===== src/rtl/radio_evt_pkg.sv =====
// Package for the radio task, event and shortcut register bank
package radio_evt_pkg;

  // ****************************************************************
  // Bus geometry
  // ****************************************************************
  localparam int ADDR_W = 12;
  localparam int DATA_W = 32;

  // ****************************************************************
  // Task offsets (the strength begin offset is our own choice)
  // ****************************************************************
  localparam logic [11:0] OFS_TASK_STRENGTH_BEGIN       = 12'h014;
  localparam logic [11:0] OFS_TASK_STRENGTH_HALT        = 12'h018;
  localparam logic [11:0] OFS_TASK_BITCOUNT_BEGIN       = 12'h01C;
  localparam logic [11:0] OFS_TASK_BITCOUNT_HALT        = 12'h020;
  localparam logic [11:0] OFS_TASK_ENERGY_SCAN_BEGIN    = 12'h024;
  localparam logic [11:0] OFS_TASK_ENERGY_SCAN_HALT     = 12'h028;
  localparam logic [11:0] OFS_TASK_CHANNEL_CHECK_BEGIN  = 12'h02C;
  localparam logic [11:0] OFS_TASK_CHANNEL_CHECK_HALT   = 12'h030;

  // ****************************************************************
  // Event offsets, indexed by event number
  // ****************************************************************
  localparam int NUM_EVT = 25;
  localparam logic [11:0] EVT_OFS [NUM_EVT] = '{
    12'h100, 12'h104, 12'h108, 12'h10C, 12'h110, 12'h114, 12'h118,
    12'h11C, 12'h128, 12'h130, 12'h134, 12'h138, 12'h13C, 12'h140,
    12'h144, 12'h148, 12'h14C, 12'h150, 12'h154, 12'h158, 12'h15C,
    12'h168, 12'h16C, 12'h170, 12'h000};

  // Event numbers
  localparam int EV_READY       = 0;
  localparam int EV_ADDRESS     = 1;
  localparam int EV_PAYLOAD     = 2;
  localparam int EV_PACKET      = 3;
  localparam int EV_RADIO_OFF   = 4;
  localparam int EV_PEER_MATCH  = 5;
  localparam int EV_PEER_NOM    = 6;
  localparam int EV_STRENGTH    = 7;
  localparam int EV_BITCOUNT    = 8;
  localparam int EV_CHECK_PASS  = 9;
  localparam int EV_CHECK_FAIL  = 10;
  localparam int EV_FRAME_LEN   = 11;
  localparam int EV_ENERGY_DONE = 12;
  localparam int EV_ENERGY_HALT = 13;
  localparam int EV_CLEAR       = 14;
  localparam int EV_OCCUPIED    = 15;
  localparam int EV_CHECK_HALT  = 16;
  localparam int EV_UPSHIFT     = 17;
  localparam int EV_TX_RAMPED   = 18;
  localparam int EV_RX_RAMPED   = 19;
  localparam int EV_MAC_HIT     = 20;
  localparam int EV_PREAMBLE    = 21;
  localparam int EV_LAST_BIT    = 22;
  localparam int EV_TONE_EXT    = 23;
  localparam int NUM_HW_EVT     = 24;

  // ****************************************************************
  // Shortcut register and its fields
  // ****************************************************************
  localparam logic [11:0] OFS_EVENT_TASK_LINKS   = 12'h200;
  localparam logic [31:0] RST_EVENT_TASK_LINKS   = 32'h0000_0000;
  localparam int          LINK_W                 = 6;
  localparam int          LINK_READY_START       = 0;
  localparam int          LINK_END_DISABLE       = 1;
  localparam int          LINK_OFF_TRANSMIT_ENABLE_TASK          = 2;
  localparam int          LINK_OFF_RECEIVE_ENABLE_TASK          = 3;
  localparam int          LINK_ADDR_STRENGTH     = 4;
  localparam int          LINK_END_START         = 5;

  // ****************************************************************
  // Carriers
  // ****************************************************************
  typedef struct packed {
    logic strength_begin;
    logic strength_halt;
    logic bitcount_begin;
    logic bitcount_halt;
    logic energy_scan_begin;
    logic energy_scan_halt;
    logic channel_check_begin;
    logic channel_check_halt;
    logic radio_start;
    logic radio_disable;
    logic transmit_enable_task;
    logic receive_enable_task;
  } task_pulse_s;

  typedef struct packed {
    logic [ADDR_W-1:0] addr;
    logic [DATA_W-1:0] wdata;
    logic              wr;
    logic              rd;
  } bus_req_s;

endpackage


===== src/rtl/radio_task_event_shortcut_regs.sv =====
// Task, event and shortcut register bank of the radio
// Behaviour
// - Writing 1 begins one strength sample; writing 1 at 0x018 halts it.
// - Writing 1 at 0x01C starts the bit counter; 0x020 stops it.
// - Writing 1 at 0x024 begins energy scan; 0x028 halts it.
// - Writing 1 at 0x02C begins channel check; 0x030 halts it.
// - Ramp-up complete sets bit 0 of the ready event at 0x100.
// - Address done sets 0x104; payload done sets 0x108.
// - Complete packet sets the end event at 0x10C.
// - Radio reaching off sets the event at 0x110.
// - Received packet sets peer match 0x114 or else peer no-match 0x118.
// - Strength sampling done sets 0x11C with a fresh value readable.
// - Bit counter reaching the compare value sets 0x128.
// - Good check sets 0x130; bad check sets 0x134.
// - Length field seen sets 0x138; header pattern hit sets 0x15C.
// - Energy sample ready sets 0x13C; energy scan stop sets 0x140.
// - Channel clear sets 0x144, occupied 0x148, check stopped 0x14C.
// - Coded rate upshift in long range reception sets 0x150.
// - Transmit path ramped sets 0x154; receive path ramped sets 0x158.
// - Preamble hint sets 0x168 and may fire falsely.
// - Last bit on air, sent or received, sets 0x16C.
// - Tone extension info byte taken in sets 0x170.
// - Link bits: A ready to start, B end to disable, F end to start.
// - C and D enable on radio off; E begins strength on address.
`timescale 1ns/1ps
`default_nettype none

module radio_task_event_shortcut_regs
  import radio_evt_pkg::*;
#(
  parameter int STRENGTH_W = 7,
  parameter int ENERGY_W   = 8,
  parameter int BITCOUNT_W = 32
) (
  // Clock and reset
  input  wire logic                              clk,
  input  wire logic                              reset_n,
  // Register port
  input  wire radio_evt_pkg::bus_req_s           bus_req,
  output logic [radio_evt_pkg::DATA_W-1:0]       rdata,
  // Event strobes from the radio core
  input  wire logic [radio_evt_pkg::NUM_HW_EVT-1:0] hw_event,
  input  wire logic                              bit_tick,
  input  wire logic [STRENGTH_W-1:0]             strength_sample,
  input  wire logic [ENERGY_W-1:0]               energy_sample,
  // Task pulses to the radio core
  output radio_evt_pkg::task_pulse_s             task_pulse,
  // Status
  output logic                                   bitcount_running,
  output logic [STRENGTH_W-1:0]                  strength_value,
  output logic [ENERGY_W-1:0]                    energy_sample_value
);
  import radio_evt_pkg::*;

  // ****************************************************************
  // Own register offsets
  // ****************************************************************
  localparam logic [11:0] OFS_BITCOUNT_COMPARE = 12'h560;
  localparam logic [11:0] OFS_STRENGTH_VALUE   = 12'h548;
  localparam logic [11:0] OFS_ENERGY_VALUE     = 12'h668;
  localparam logic [11:0] OFS_BITCOUNT_NOW     = 12'h564;

  // ****************************************************************
  // Address decode
  // ****************************************************************
  wire logic wr1 = bus_req.wr & bus_req.wdata[0];
  wire logic hit_sb  = bus_req.addr == OFS_TASK_STRENGTH_BEGIN;
  wire logic hit_sh  = bus_req.addr == OFS_TASK_STRENGTH_HALT;
  wire logic hit_bb  = bus_req.addr == OFS_TASK_BITCOUNT_BEGIN;
  wire logic hit_bh  = bus_req.addr == OFS_TASK_BITCOUNT_HALT;
  wire logic hit_eb  = bus_req.addr == OFS_TASK_ENERGY_SCAN_BEGIN;
  wire logic hit_eh  = bus_req.addr == OFS_TASK_ENERGY_SCAN_HALT;
  wire logic hit_cb  = bus_req.addr == OFS_TASK_CHANNEL_CHECK_BEGIN;
  wire logic hit_ch  = bus_req.addr == OFS_TASK_CHANNEL_CHECK_HALT;
  wire logic hit_lnk = bus_req.addr == OFS_EVENT_TASK_LINKS;
  wire logic hit_bcc = bus_req.addr == OFS_BITCOUNT_COMPARE;

  logic [NUM_HW_EVT-1:0] evt_r;
  logic [NUM_HW_EVT-1:0] evt_set;
  logic [NUM_HW_EVT-1:0] evt_hit;
  logic [LINK_W-1:0]     links_r;
  logic [BITCOUNT_W-1:0] bcc_r;
  logic [BITCOUNT_W-1:0] bitcnt_r;
  logic                  bc_run_r;
  logic                  strength_pend_r;

  // ****************************************************************
  // Event flags: a hardware set wins over a software clear
  // ****************************************************************
  genvar gi;
  generate
    for (gi = 0; gi < NUM_HW_EVT; gi++) begin : g_evt
      assign evt_hit[gi] = bus_req.addr == EVT_OFS[gi];
      always_ff @(posedge clk or negedge reset_n) begin
        if (!reset_n) begin
          evt_r[gi] <= 1'b0;
        end else if (evt_set[gi]) begin
          evt_r[gi] <= 1'b1;
        end else if (bus_req.wr && evt_hit[gi] && !bus_req.wdata[0]) begin
          evt_r[gi] <= 1'b0;
        end else if (bus_req.wr && evt_hit[gi]) begin
          evt_r[gi] <= 1'b1;
        end
      end
    end
  endgenerate

  // Bit counter hit and strength done are produced locally; the radio core drives the rest
  wire logic bc_hit = bc_run_r && bit_tick && (bitcnt_r + 1'b1 == bcc_r);
  wire logic strength_done = strength_pend_r;

  always_comb begin
    evt_set = hw_event;
    evt_set[EV_BITCOUNT] = bc_hit;
    evt_set[EV_STRENGTH] = strength_done;
  end

  // ****************************************************************
  // Tasks from software or shortcuts
  // ****************************************************************
  wire logic lk_rs = links_r[LINK_READY_START]   & evt_set[EV_READY];
  wire logic lk_ed = links_r[LINK_END_DISABLE]   & evt_set[EV_PACKET];
  wire logic lk_tx = links_r[LINK_OFF_TRANSMIT_ENABLE_TASK]      & evt_set[EV_RADIO_OFF];
  wire logic lk_rx = links_r[LINK_OFF_RECEIVE_ENABLE_TASK]      & evt_set[EV_RADIO_OFF];
  wire logic lk_as = links_r[LINK_ADDR_STRENGTH] & evt_set[EV_ADDRESS];
  wire logic lk_es = links_r[LINK_END_START]     & evt_set[EV_PACKET];

  // Writes of 0 leave tasks untouched
  assign task_pulse.strength_begin       = (wr1 & hit_sb) | lk_as;
  assign task_pulse.strength_halt        = wr1 & hit_sh;
  assign task_pulse.bitcount_begin       = wr1 & hit_bb;
  assign task_pulse.bitcount_halt        = wr1 & hit_bh;
  assign task_pulse.energy_scan_begin    = wr1 & hit_eb;
  assign task_pulse.energy_scan_halt     = wr1 & hit_eh;
  assign task_pulse.channel_check_begin  = wr1 & hit_cb;
  assign task_pulse.channel_check_halt   = wr1 & hit_ch;
  assign task_pulse.radio_start          = lk_rs | lk_es;
  assign task_pulse.radio_disable        = lk_ed;
  assign task_pulse.transmit_enable_task = lk_tx;
  assign task_pulse.receive_enable_task  = lk_rx;

  // ****************************************************************
  // Configuration registers
  // ****************************************************************
  always_ff @(posedge clk or negedge reset_n) begin
    if (!reset_n) begin
      links_r <= RST_EVENT_TASK_LINKS[LINK_W-1:0];
      bcc_r   <= '0;
    end else begin
      if (bus_req.wr && hit_lnk) links_r <= bus_req.wdata[LINK_W-1:0];
      if (bus_req.wr && hit_bcc) bcc_r <= bus_req.wdata[BITCOUNT_W-1:0];
    end
  end

  // ****************************************************************
  // Bit counter: halt wins over begin in the same cycle
  // ****************************************************************
  always_ff @(posedge clk or negedge reset_n) begin
    if (!reset_n) begin
      bc_run_r <= 1'b0;
      bitcnt_r <= '0;
    end else if (task_pulse.bitcount_halt) begin
      bc_run_r <= 1'b0;
    end else if (task_pulse.bitcount_begin) begin
      bc_run_r <= 1'b1;
      bitcnt_r <= '0;
    end else if (bc_run_r && bit_tick) begin
      bitcnt_r <= bitcnt_r + 1'b1;
    end
  end

  // ****************************************************************
  // Strength sample: one capture per begin, halt cancels
  // ****************************************************************
  always_ff @(posedge clk or negedge reset_n) begin
    if (!reset_n) begin
      strength_pend_r <= 1'b0;
    end else if (task_pulse.strength_halt) begin
      strength_pend_r <= 1'b0;
    end else if (task_pulse.strength_begin) begin
      strength_pend_r <= 1'b1;
    end else if (strength_pend_r) begin
      strength_pend_r <= 1'b0;
    end
  end

  // Sample taken with the begin so it is readable when the done flag shows
  always_ff @(posedge clk or negedge reset_n) begin
    if (!reset_n) begin
      strength_value <= '0;
    end else if (task_pulse.strength_begin && !task_pulse.strength_halt) begin
      strength_value <= strength_sample;
    end
  end

  // Energy value latched on the sample-ready strobe
  always_ff @(posedge clk or negedge reset_n) begin
    if (!reset_n) begin
      energy_sample_value <= '0;
    end else if (hw_event[EV_ENERGY_DONE]) begin
      energy_sample_value <= energy_sample;
    end
  end

  assign bitcount_running = bc_run_r;

  // ****************************************************************
  // Read path: one cycle later; tasks and unmapped read zero
  // ****************************************************************
  logic [DATA_W-1:0] rd_nxt;
  always_comb begin
    rd_nxt = '0;
    for (int i = 0; i < NUM_HW_EVT; i++) begin
      if (evt_hit[i]) rd_nxt = {31'h0000_0000, evt_r[i]};
    end
    if (hit_lnk) rd_nxt = {{(DATA_W-LINK_W){1'b0}}, links_r};
    if (hit_bcc) rd_nxt = bcc_r;
    if (bus_req.addr == OFS_BITCOUNT_NOW) rd_nxt = bitcnt_r;
    if (bus_req.addr == OFS_STRENGTH_VALUE)
      rd_nxt = {{(DATA_W-STRENGTH_W){1'b0}}, strength_value};
    if (bus_req.addr == OFS_ENERGY_VALUE)
      rd_nxt = {{(DATA_W-ENERGY_W){1'b0}}, energy_sample_value};
  end

  always_ff @(posedge clk or negedge reset_n) begin
    if (!reset_n) begin
      rdata <= '0;
    end else begin
      rdata <= bus_req.rd ? rd_nxt : '0;
    end
  end

endmodule

`default_nettype wire


===== config.mk =====
export PLATFORM = sky130hd
export DESIGN_NAME = radio_task_event_shortcut_regs
export DESIGN_NICKNAME = d
export VERILOG_FILES = /design/src/rtl/radio_evt_pkg.sv /design/src/rtl/radio_task_event_shortcut_regs.sv
export SDC_FILE = /design/constraint.sdc
export NUM_CORES = 1
export LEC_CHECK = 0
export ABC_CLOCK_PERIOD_IN_PS = 2600
export CAP_MARGIN = 0
export CORE_UTILIZATION = 58
export CTS_CLUSTER_SIZE = 28
export DETAILED_ROUTE_END_ITERATION = 12
export DONT_BUFFER_PORTS = 1
export PLACE_DENSITY = 0.74
export SLEW_MARGIN = 20
export SYNTH_ARGS = -nofsm -noshare
export SYNTH_HDL_FRONTEND = slang
export SYNTH_SLANG_ARGS = --single-unit

===== constraint.sdc =====
create_clock -name clk -period 2.6 [get_ports clk]
set_clock_uncertainty 0.2 [all_clocks]
set_input_delay 0.26 -clock clk [delete_from_list [all_inputs] [get_ports clk]]
set_output_delay 0.26 -clock clk [all_outputs]
set_load 0.01 [all_outputs]

==> run summary, run 1 <==
Reg area: 3590 um2
Number of CTS-inserted buffers: 17
Most frequent cells in the layout: dfrtp_1 (134), dlygate4sd3_1 (93), buf_4 (81)
Syn_area_per_cell: 9.88 um2
Number of placement rows: 42
Layout cell share with drive strength beyond 1: 22.5%
Worst-skew pair later-pin latency: 430 ps
Simple-Gate Fraction of Synth Area: 18.1%
Total Wirelength: 23600 um
Clock root cell: clkbuf_16
Critical path launch point: bitcnt_r[1]
Synth Instances: 795
All-Layer GR Usage: 34.9%
Maximum VDD drop: 575 uV
Startpoint Class: flop
R2r worst-path depth: 10
Max Clock Freq: 392 MHz
Fin area: 10100 um2
Antenna cells: 0
Post-synthesis compound-gate area fraction: 18.0%
Die height: 118 um
Largest family of logic cells by synthesized area: simple AND/OR/NAND/NOR gates
Synthesized flop and latch total: 143
Total congestion overflow: 0
Synth Area in Adders: 0.159%
Kind of end point of the critical path: flop
RR Startpoint: bitcnt_r[1]
Vias post-DR: 7136
Wire length per cell: 21.2 um
Pre-CTS WS: -213 ps
Die ar.: 14000 um2
Xor/xnor share of the synthesized area: 5.24%
Final setup fails: 0
Vias per cell: 6.39
Hold buffers post-CTS: 93
Seq/Total Area, Yosys: 45.6%
Die X: 118 um
First-pass GRT wire length: 37500 um
Placed cell area: 8440 um2
Antenna Nets Post-Route: 0
Vias in the first global route: 7021
Synth area leaders: dfrtp_1 (46%), mux2_2 (7.6%), xnor2_1 (3.7%)
Pwr dens: 474 nW/um2
CP max FO: 5
Clock transition at path regs: 60 ps
Commonest non-fill, non-tap cell in the layout: dfrtp_1
Max transition margin: 54.9%
Sw frac: 24.3%
Clk pwr share: 48.2%
Multi-input logic area: 4110 um2
CORE AREA: 13200 um2
Synth Cell Area: 7850 um2
Yosys top cell area share: 45.6%
HPWL Detailed: 15500 um
Failing checks: negative hold slack
Clock Path Buffers: 2
Sequential share of power: 47.7%
Tot Pwr: 4.77 mW
Arrival time worst endpoint: 2710 ps
FILL cells: 884
Req. time, crit path: 2760 ps
# clock sinks: 143
H-tree lvl count: 4
Initial antenna violation count: 0
Internal power: 3.61 mW
Minimum clock period: 2550 ps
Post-Layout Cell Count: 1117
Initial DRT Pass Iterations: 7
Syn Nets: 884
Worst-Margin Slew: 675 ps
Max-slew violation count: 0
FF-to-FF End: evt_r[8]
Number of synthesized flops with an enable pin: 0
YS warnings: 0
HP Class: input port to async pin
CTS tree: yes
RePlAce Congestion: 0.945
Hold Slack: -683 ps
Starting Density: 59.3%
Leakage: 4.10 nW
Final Core Density: 76.0%
Type of the worst setup path: flop to flop
Fin crit share: 98.2%
Final setup margin: 47.9 ps
Synth Flop Type: dfrtp_1
Placed cell count: 990
Max_cap viols: 0
Logic pwr share: 4.0%
Post-synth cell types: 66
P&R area growth vs syn: 28.3%
Starting DRT DRC Count: 742
Post-synth ARST share: 100%
NumNets Final: 1017
Input/output buffers: 0
Fin. Hold Viols: 144
NetSw: 1.16 mW
Synth area leader: dfrtp_1
Critical Path Sink: evt_r[8]
Post-synthesis mux area share: 9.16%
Num ports: 148
Status: complete, but fails checks
Largest net degree at the start of global routing: 144
R2R Setup Slk: 50 ps
Residual DRC count: 0
==> cell usage after synthesis (3+ instances only) <==
cell type	count
nor4_1	7
nand3_1	24
nor4b_1	3
a222oi_1	7
or4_1	6
a31oi_1	6
nor2_1	74
o21ai_0	50
xor2_1	14
a2111oi_0	3
mux2_2	53
and3_1	13
xnor2_1	33
buf_4	4
nor2b_1	5
o41ai_1	5
nor3b_1	5
a21boi_0	22
and4_1	3
a22oi_1	31
mux2i_1	10
buf_1	3
and2_1	12
buf_2	19
nand2b_1	12
nor3_1	22
or3_1	4
inv_1	6
a311o_1	16
nand2_1	50
o31ai_1	19
a21oi_1	21
nand4_1	13
dfrtp_1	143
clkbuf_1	35
==> logic make-up (layout without fill, tap and decap cells) <==
group | Yosys count | after routing
xor+xnor | 47 | 47
fa+ha+maj | 1 | 1
buf+inv | 68 | 214
compound gates | 201 | 201
simple gates | 271 | 271
flops | 143 | 143
mux | 64 | 64
==> area by class of cell <==
cell class | instances | area share, %
Inverter | 6 | 0.224
Tap cell | 176 | 2.19
Sequential cell | 143 | 35.6
Multi-Input combinational cell | 584 | 40.8
Timing Repair Buffer | 176 | 15.7
Clock inverter | 15 | 1.25
Clock buffer | 17 | 4.22
==> worst max-delay path, stage by stage, from the launching register on <==
cell	delay, ps
dfrtp_2	460
ha_4	190
and2_4	170
and4_4	200
buf_4	160
nand4_1	120
a21boi_0	240
a2bb2oi_1	100
o21ai_1	280
o21ai_0	220
o21ai_1	160
==> metrics by stage <==
| stage | hold WS, ps | TNS (ps) |
|---|---|---|
| floorplan | -236 | 0 |
| global placement | -233 | -162 |
| detailed placement | -232 | -213 |
| CTS | -686 | 0 |
| global route | -690 | -23.0 |
| finish | -683 | 0 |
==> flip-flops by register name (all words and copies together) (netlist names) <==
| signal | flops |
|---|---|
| strength_value | 7 |
| strength_done | 1 |
| bcc_r | 32 |
| rdata | 32 |
| links_r | 6 |
| energy_sample_value | 8 |
| bitcnt_r | 32 |
| evt_r | 24 |
| bitcount_running | 1 |
==> worst min path at each step <==
stage	start	endpoint	slack, ps	cells past startpoint
after global placement	reset_n	evt_r[18]	-230	0
after global routing	reset_n	evt_r[18]	-690	0
final	reset_n	evt_r[12]	-680	0
after floorplan	reset_n	bcc_r[0]	-240	0
after detailed placement	reset_n	evt_r[18]	-230	0
after CTS	reset_n	evt_r[19]	-690	0
==> routing by layer <==
layer  wire length [um]  global-route usage [%]  share of wire [%]  vias up
met5                  0                       0                  0        -
met4                421                    11.5                1.8        0
met3               1920                    7.09                8.1       37
met2              10900                    53.1                 46      377
met1              10400                    49.9                 44     3521
li1                   -                       -                  -     3201
==> repair_timing <==
item / 4_1_cts / 5_1_grt
cloned: 0 / 0
setup endpoints to repair: 1 / 1
hold endpoints to repair: 229 / 143
setup buffers: 2 / 0
resized for setup: 15 / 19
pin swaps: 5 / 3
==> power by group through the flow <==
stage                     Sequential [mW]  Combinational [mW]  Clock [mW]
final                                2.28               0.192        2.30
after global routing                 2.28               0.203        2.41
after CTS                            2.28               0.184        2.32
after detailed placement             2.32              0.0901           0
after global placement               2.31              0.0879           0
after floorplan                      2.31              0.0799           0
Power figures use the tool's default switching activity.
==> run 2, diff against run 1 <==
GPL_ROUTABILITY_DRIVEN = 0   (was default)
RECOVER_POWER = 50   (was default)
==> run 2 against run 1 <==
  * The run still ends with negative hold slack left
  * First-iteration DRC count up 30%
  * Fmax decreased by 1.8%
  * Utilization is 0.57 points lower
  * Combinational power about the same
  * Die area is the same
  * Critical path type unchanged
  * Highest routed layer unchanged
==> run summary, run 2 (synthesis results as in run 1) <==
Starting Density: 59.3% (unchanged)
Final setup margin: 2.40 ps (-45.5 ps)
FILL cells: 911 (+3.1%)
Fin crit share: 99.9% (+1.8 points)
P&R area growth vs syn: 27.3%
Layout cell share with drive strength beyond 1: 21.5% (-1.0 points)
Most frequent cells in the layout: dfrtp_1 (137), dlygate4sd3_1 (93), nor2_1 (70)
First-pass GRT wire length: 37600 um (+0.29%)
Arrival time worst endpoint: 2700 ps (about the same)
Max transition margin: 48.4% (-6.5 points)
Initial antenna violation count: 0 (unchanged)
Antenna Nets Post-Route: 0 (unchanged)
HP Class: input port to async pin
Final setup fails: 0 (unchanged)
Number of placement rows: 42 (unchanged)
Die height: 118 um (unchanged)
FF-to-FF End: evt_r[8]
Starting DRT DRC Count: 961 (+30%)
Total congestion overflow: 0 (unchanged)
CTS tree: yes
Failing checks: negative hold slack
Maximum VDD drop: 421 uV (-27%)
Post-Layout Cell Count: 1105 (-1.1%)
Kind of end point of the critical path: flop
Die X: 118 um (unchanged)
Tot Pwr: 4.87 mW (+2.0%)
Hold Slack: -675 ps (+8.23 ps)
Max-slew violation count: 0 (unchanged)
Num ports: 148 (unchanged)
Critical path cell sequence: ha_2 > buf_4 > nand3_1 > or4_1 > a2111oi_1 > o21ai_0 > a21oi_1 > nor3_2 > nand4_1 > o21ai_1
Largest net degree at the start of global routing: 144 (unchanged)
Clock Path Buffers: 2 (unchanged)
Total Wirelength: 23200 um (-2.0%)
Placed cell count: 977 (-1.3%)
CP max stage delay: 480 ps (+20 ps)
Pwr dens: 487 nW/um2 (+2.8%)
H-tree lvl count: 4 (unchanged)
Leakage: 4.07 nW (-0.79%)
Die ar.: 14000 um2 (unchanged)
Slowest stage cell, crit path: or4_1
Pre-CTS WS: -46.2 ps (+166 ps)
Fin. Hold Viols: 143 (-0.69%)
R2r worst-path depth: 10 (unchanged)
Hold buffers post-CTS: 93 (unchanged)
Top flop regs: bcc_r x32, bitcnt_r x32, rdata x32
Status: complete, but fails checks
Wire length per cell: 21.0 um (-0.94%)
Worst-skew pair later-pin latency: 430 ps (about the same)
Antenna cells: 0 (unchanged)
Req. time, crit path: 2700 ps (-60 ps)
Vias per cell: 6.53 (+2.2%)
Startpoint Class: flop
CP max FO: 4 (-1)
Worst-Margin Slew: 768 ps (+93.1 ps)
Commonest non-fill, non-tap cell in the layout: dfrtp_1
Vias in the first global route: 7352 (+4.7%)
Minimum clock period: 2600 ps (+45.5 ps)
Type of the worst setup path: flop to flop
Initial DRT Pass Iterations: 8 (+1)
Vias post-DR: 7212 (+1.1%)
NumNets Final: 1005 (-1.2%)
CORE AREA: 13200 um2 (unchanged)
HPWL Detailed: 14700 um (-4.8%)
Max Clock Freq: 385 MHz (-1.8%)
# clock sinks: 143 (unchanged)
Clock transition at path regs: 60 ps (about the same)
Input/output buffers: 0 (unchanged)
Clock root cell: clkbuf_16
Number of CTS-inserted buffers: 17 (unchanged)
Max_cap viols: 0 (unchanged)
All-Layer GR Usage: 34.4% (-0.51 points)
Residual DRC count: 0 (unchanged)
RR Startpoint: bitcnt_r[0]
R2R Setup Slk: 2 ps (-50 ps)
==> run 2: cell types whose count changed in the layout (fill, tap and decap cells not counted), sizes merged <==
cell      delta
bufinv       +1
inv          -5
clkinv       +2
buf         -12
clkinvlp     -3
clkbuf       +5
==> run 2: where the power goes <==
group	internal [mW]	switching, mW	total (mW)	leakage [nW]
Combinational	0.120	0.0712	0.192	1.93
Clock	1.43	0.970	2.40	0.283
Sequential	2.25	0.0303	2.28	1.85
Total	3.79	1.07	4.87	4.07
==> run 2: cell type report <==
cell class / count / area (um2) / area share (%)
clock inverter: 10 / 103 / 1.03
multi-input combinational: 584 / 4080 / 40.8
sequential: 143 / 3590 / 35.9
timing repair buffer: 164 / 1500 / 15.0
clock buffer: 22 / 484 / 4.84
tap: 176 / 220 / 2.20
inverter: 6 / 22.5 / 0.225
==> run 2: worst max path at each step <==
stage / end / startpoint
after floorplan: evt_r[8] / bitcnt_r[0]
after global placement: evt_r[8] / bitcnt_r[0]
after detailed placement: evt_r[8] / bitcnt_r[0]
after CTS: evt_r[8] / bitcnt_r[0]
after global routing: evt_r[8] / bitcnt_r[1]
final: evt_r[8] / bitcnt_r[0]
==> run 2: per-layer routing <==
metal	part of all wire, %	routed length (um)	vias to the layer above	track usage (%)
li1	-	-	3170	-
met1	41	9510	3516	46.2
met2	46	10600	436	51.7
met3	9.6	2230	90	9.17
met4	3.8	879	0	16.5
met5	0	0	-	0
==> run 2: critical path, delay by kind of cell (launching register included) <==
family,cells,cell delay (ps)
and+or+nand+nor,4,700
AOI/OAI and AO/OA,4,860
adders and majority gates,1,220
buffers and inverters,1,130
DFF,1,360
==> run 2: metrics by stage <==
step                      TNS (ps)  util (%)  instance area (um2)
after global routing         -66.3      75.5                10000
after CTS                        0      74.5                 9870
final                            0      75.5                10000
after floorplan                  0         -                 7850
after detailed placement     -46.2      63.1                 8350
after global placement           0      63.1                 8350
==> run 2: timing repair <==
item | 4_1_cts | 5_1_grt
gates resized for setup | 1 | 30
buffers inserted | 0 | 3
setup endpoints to repair | 1 | 1
hold endpoints to repair | 228 | 143
pin swaps | 0 | 4
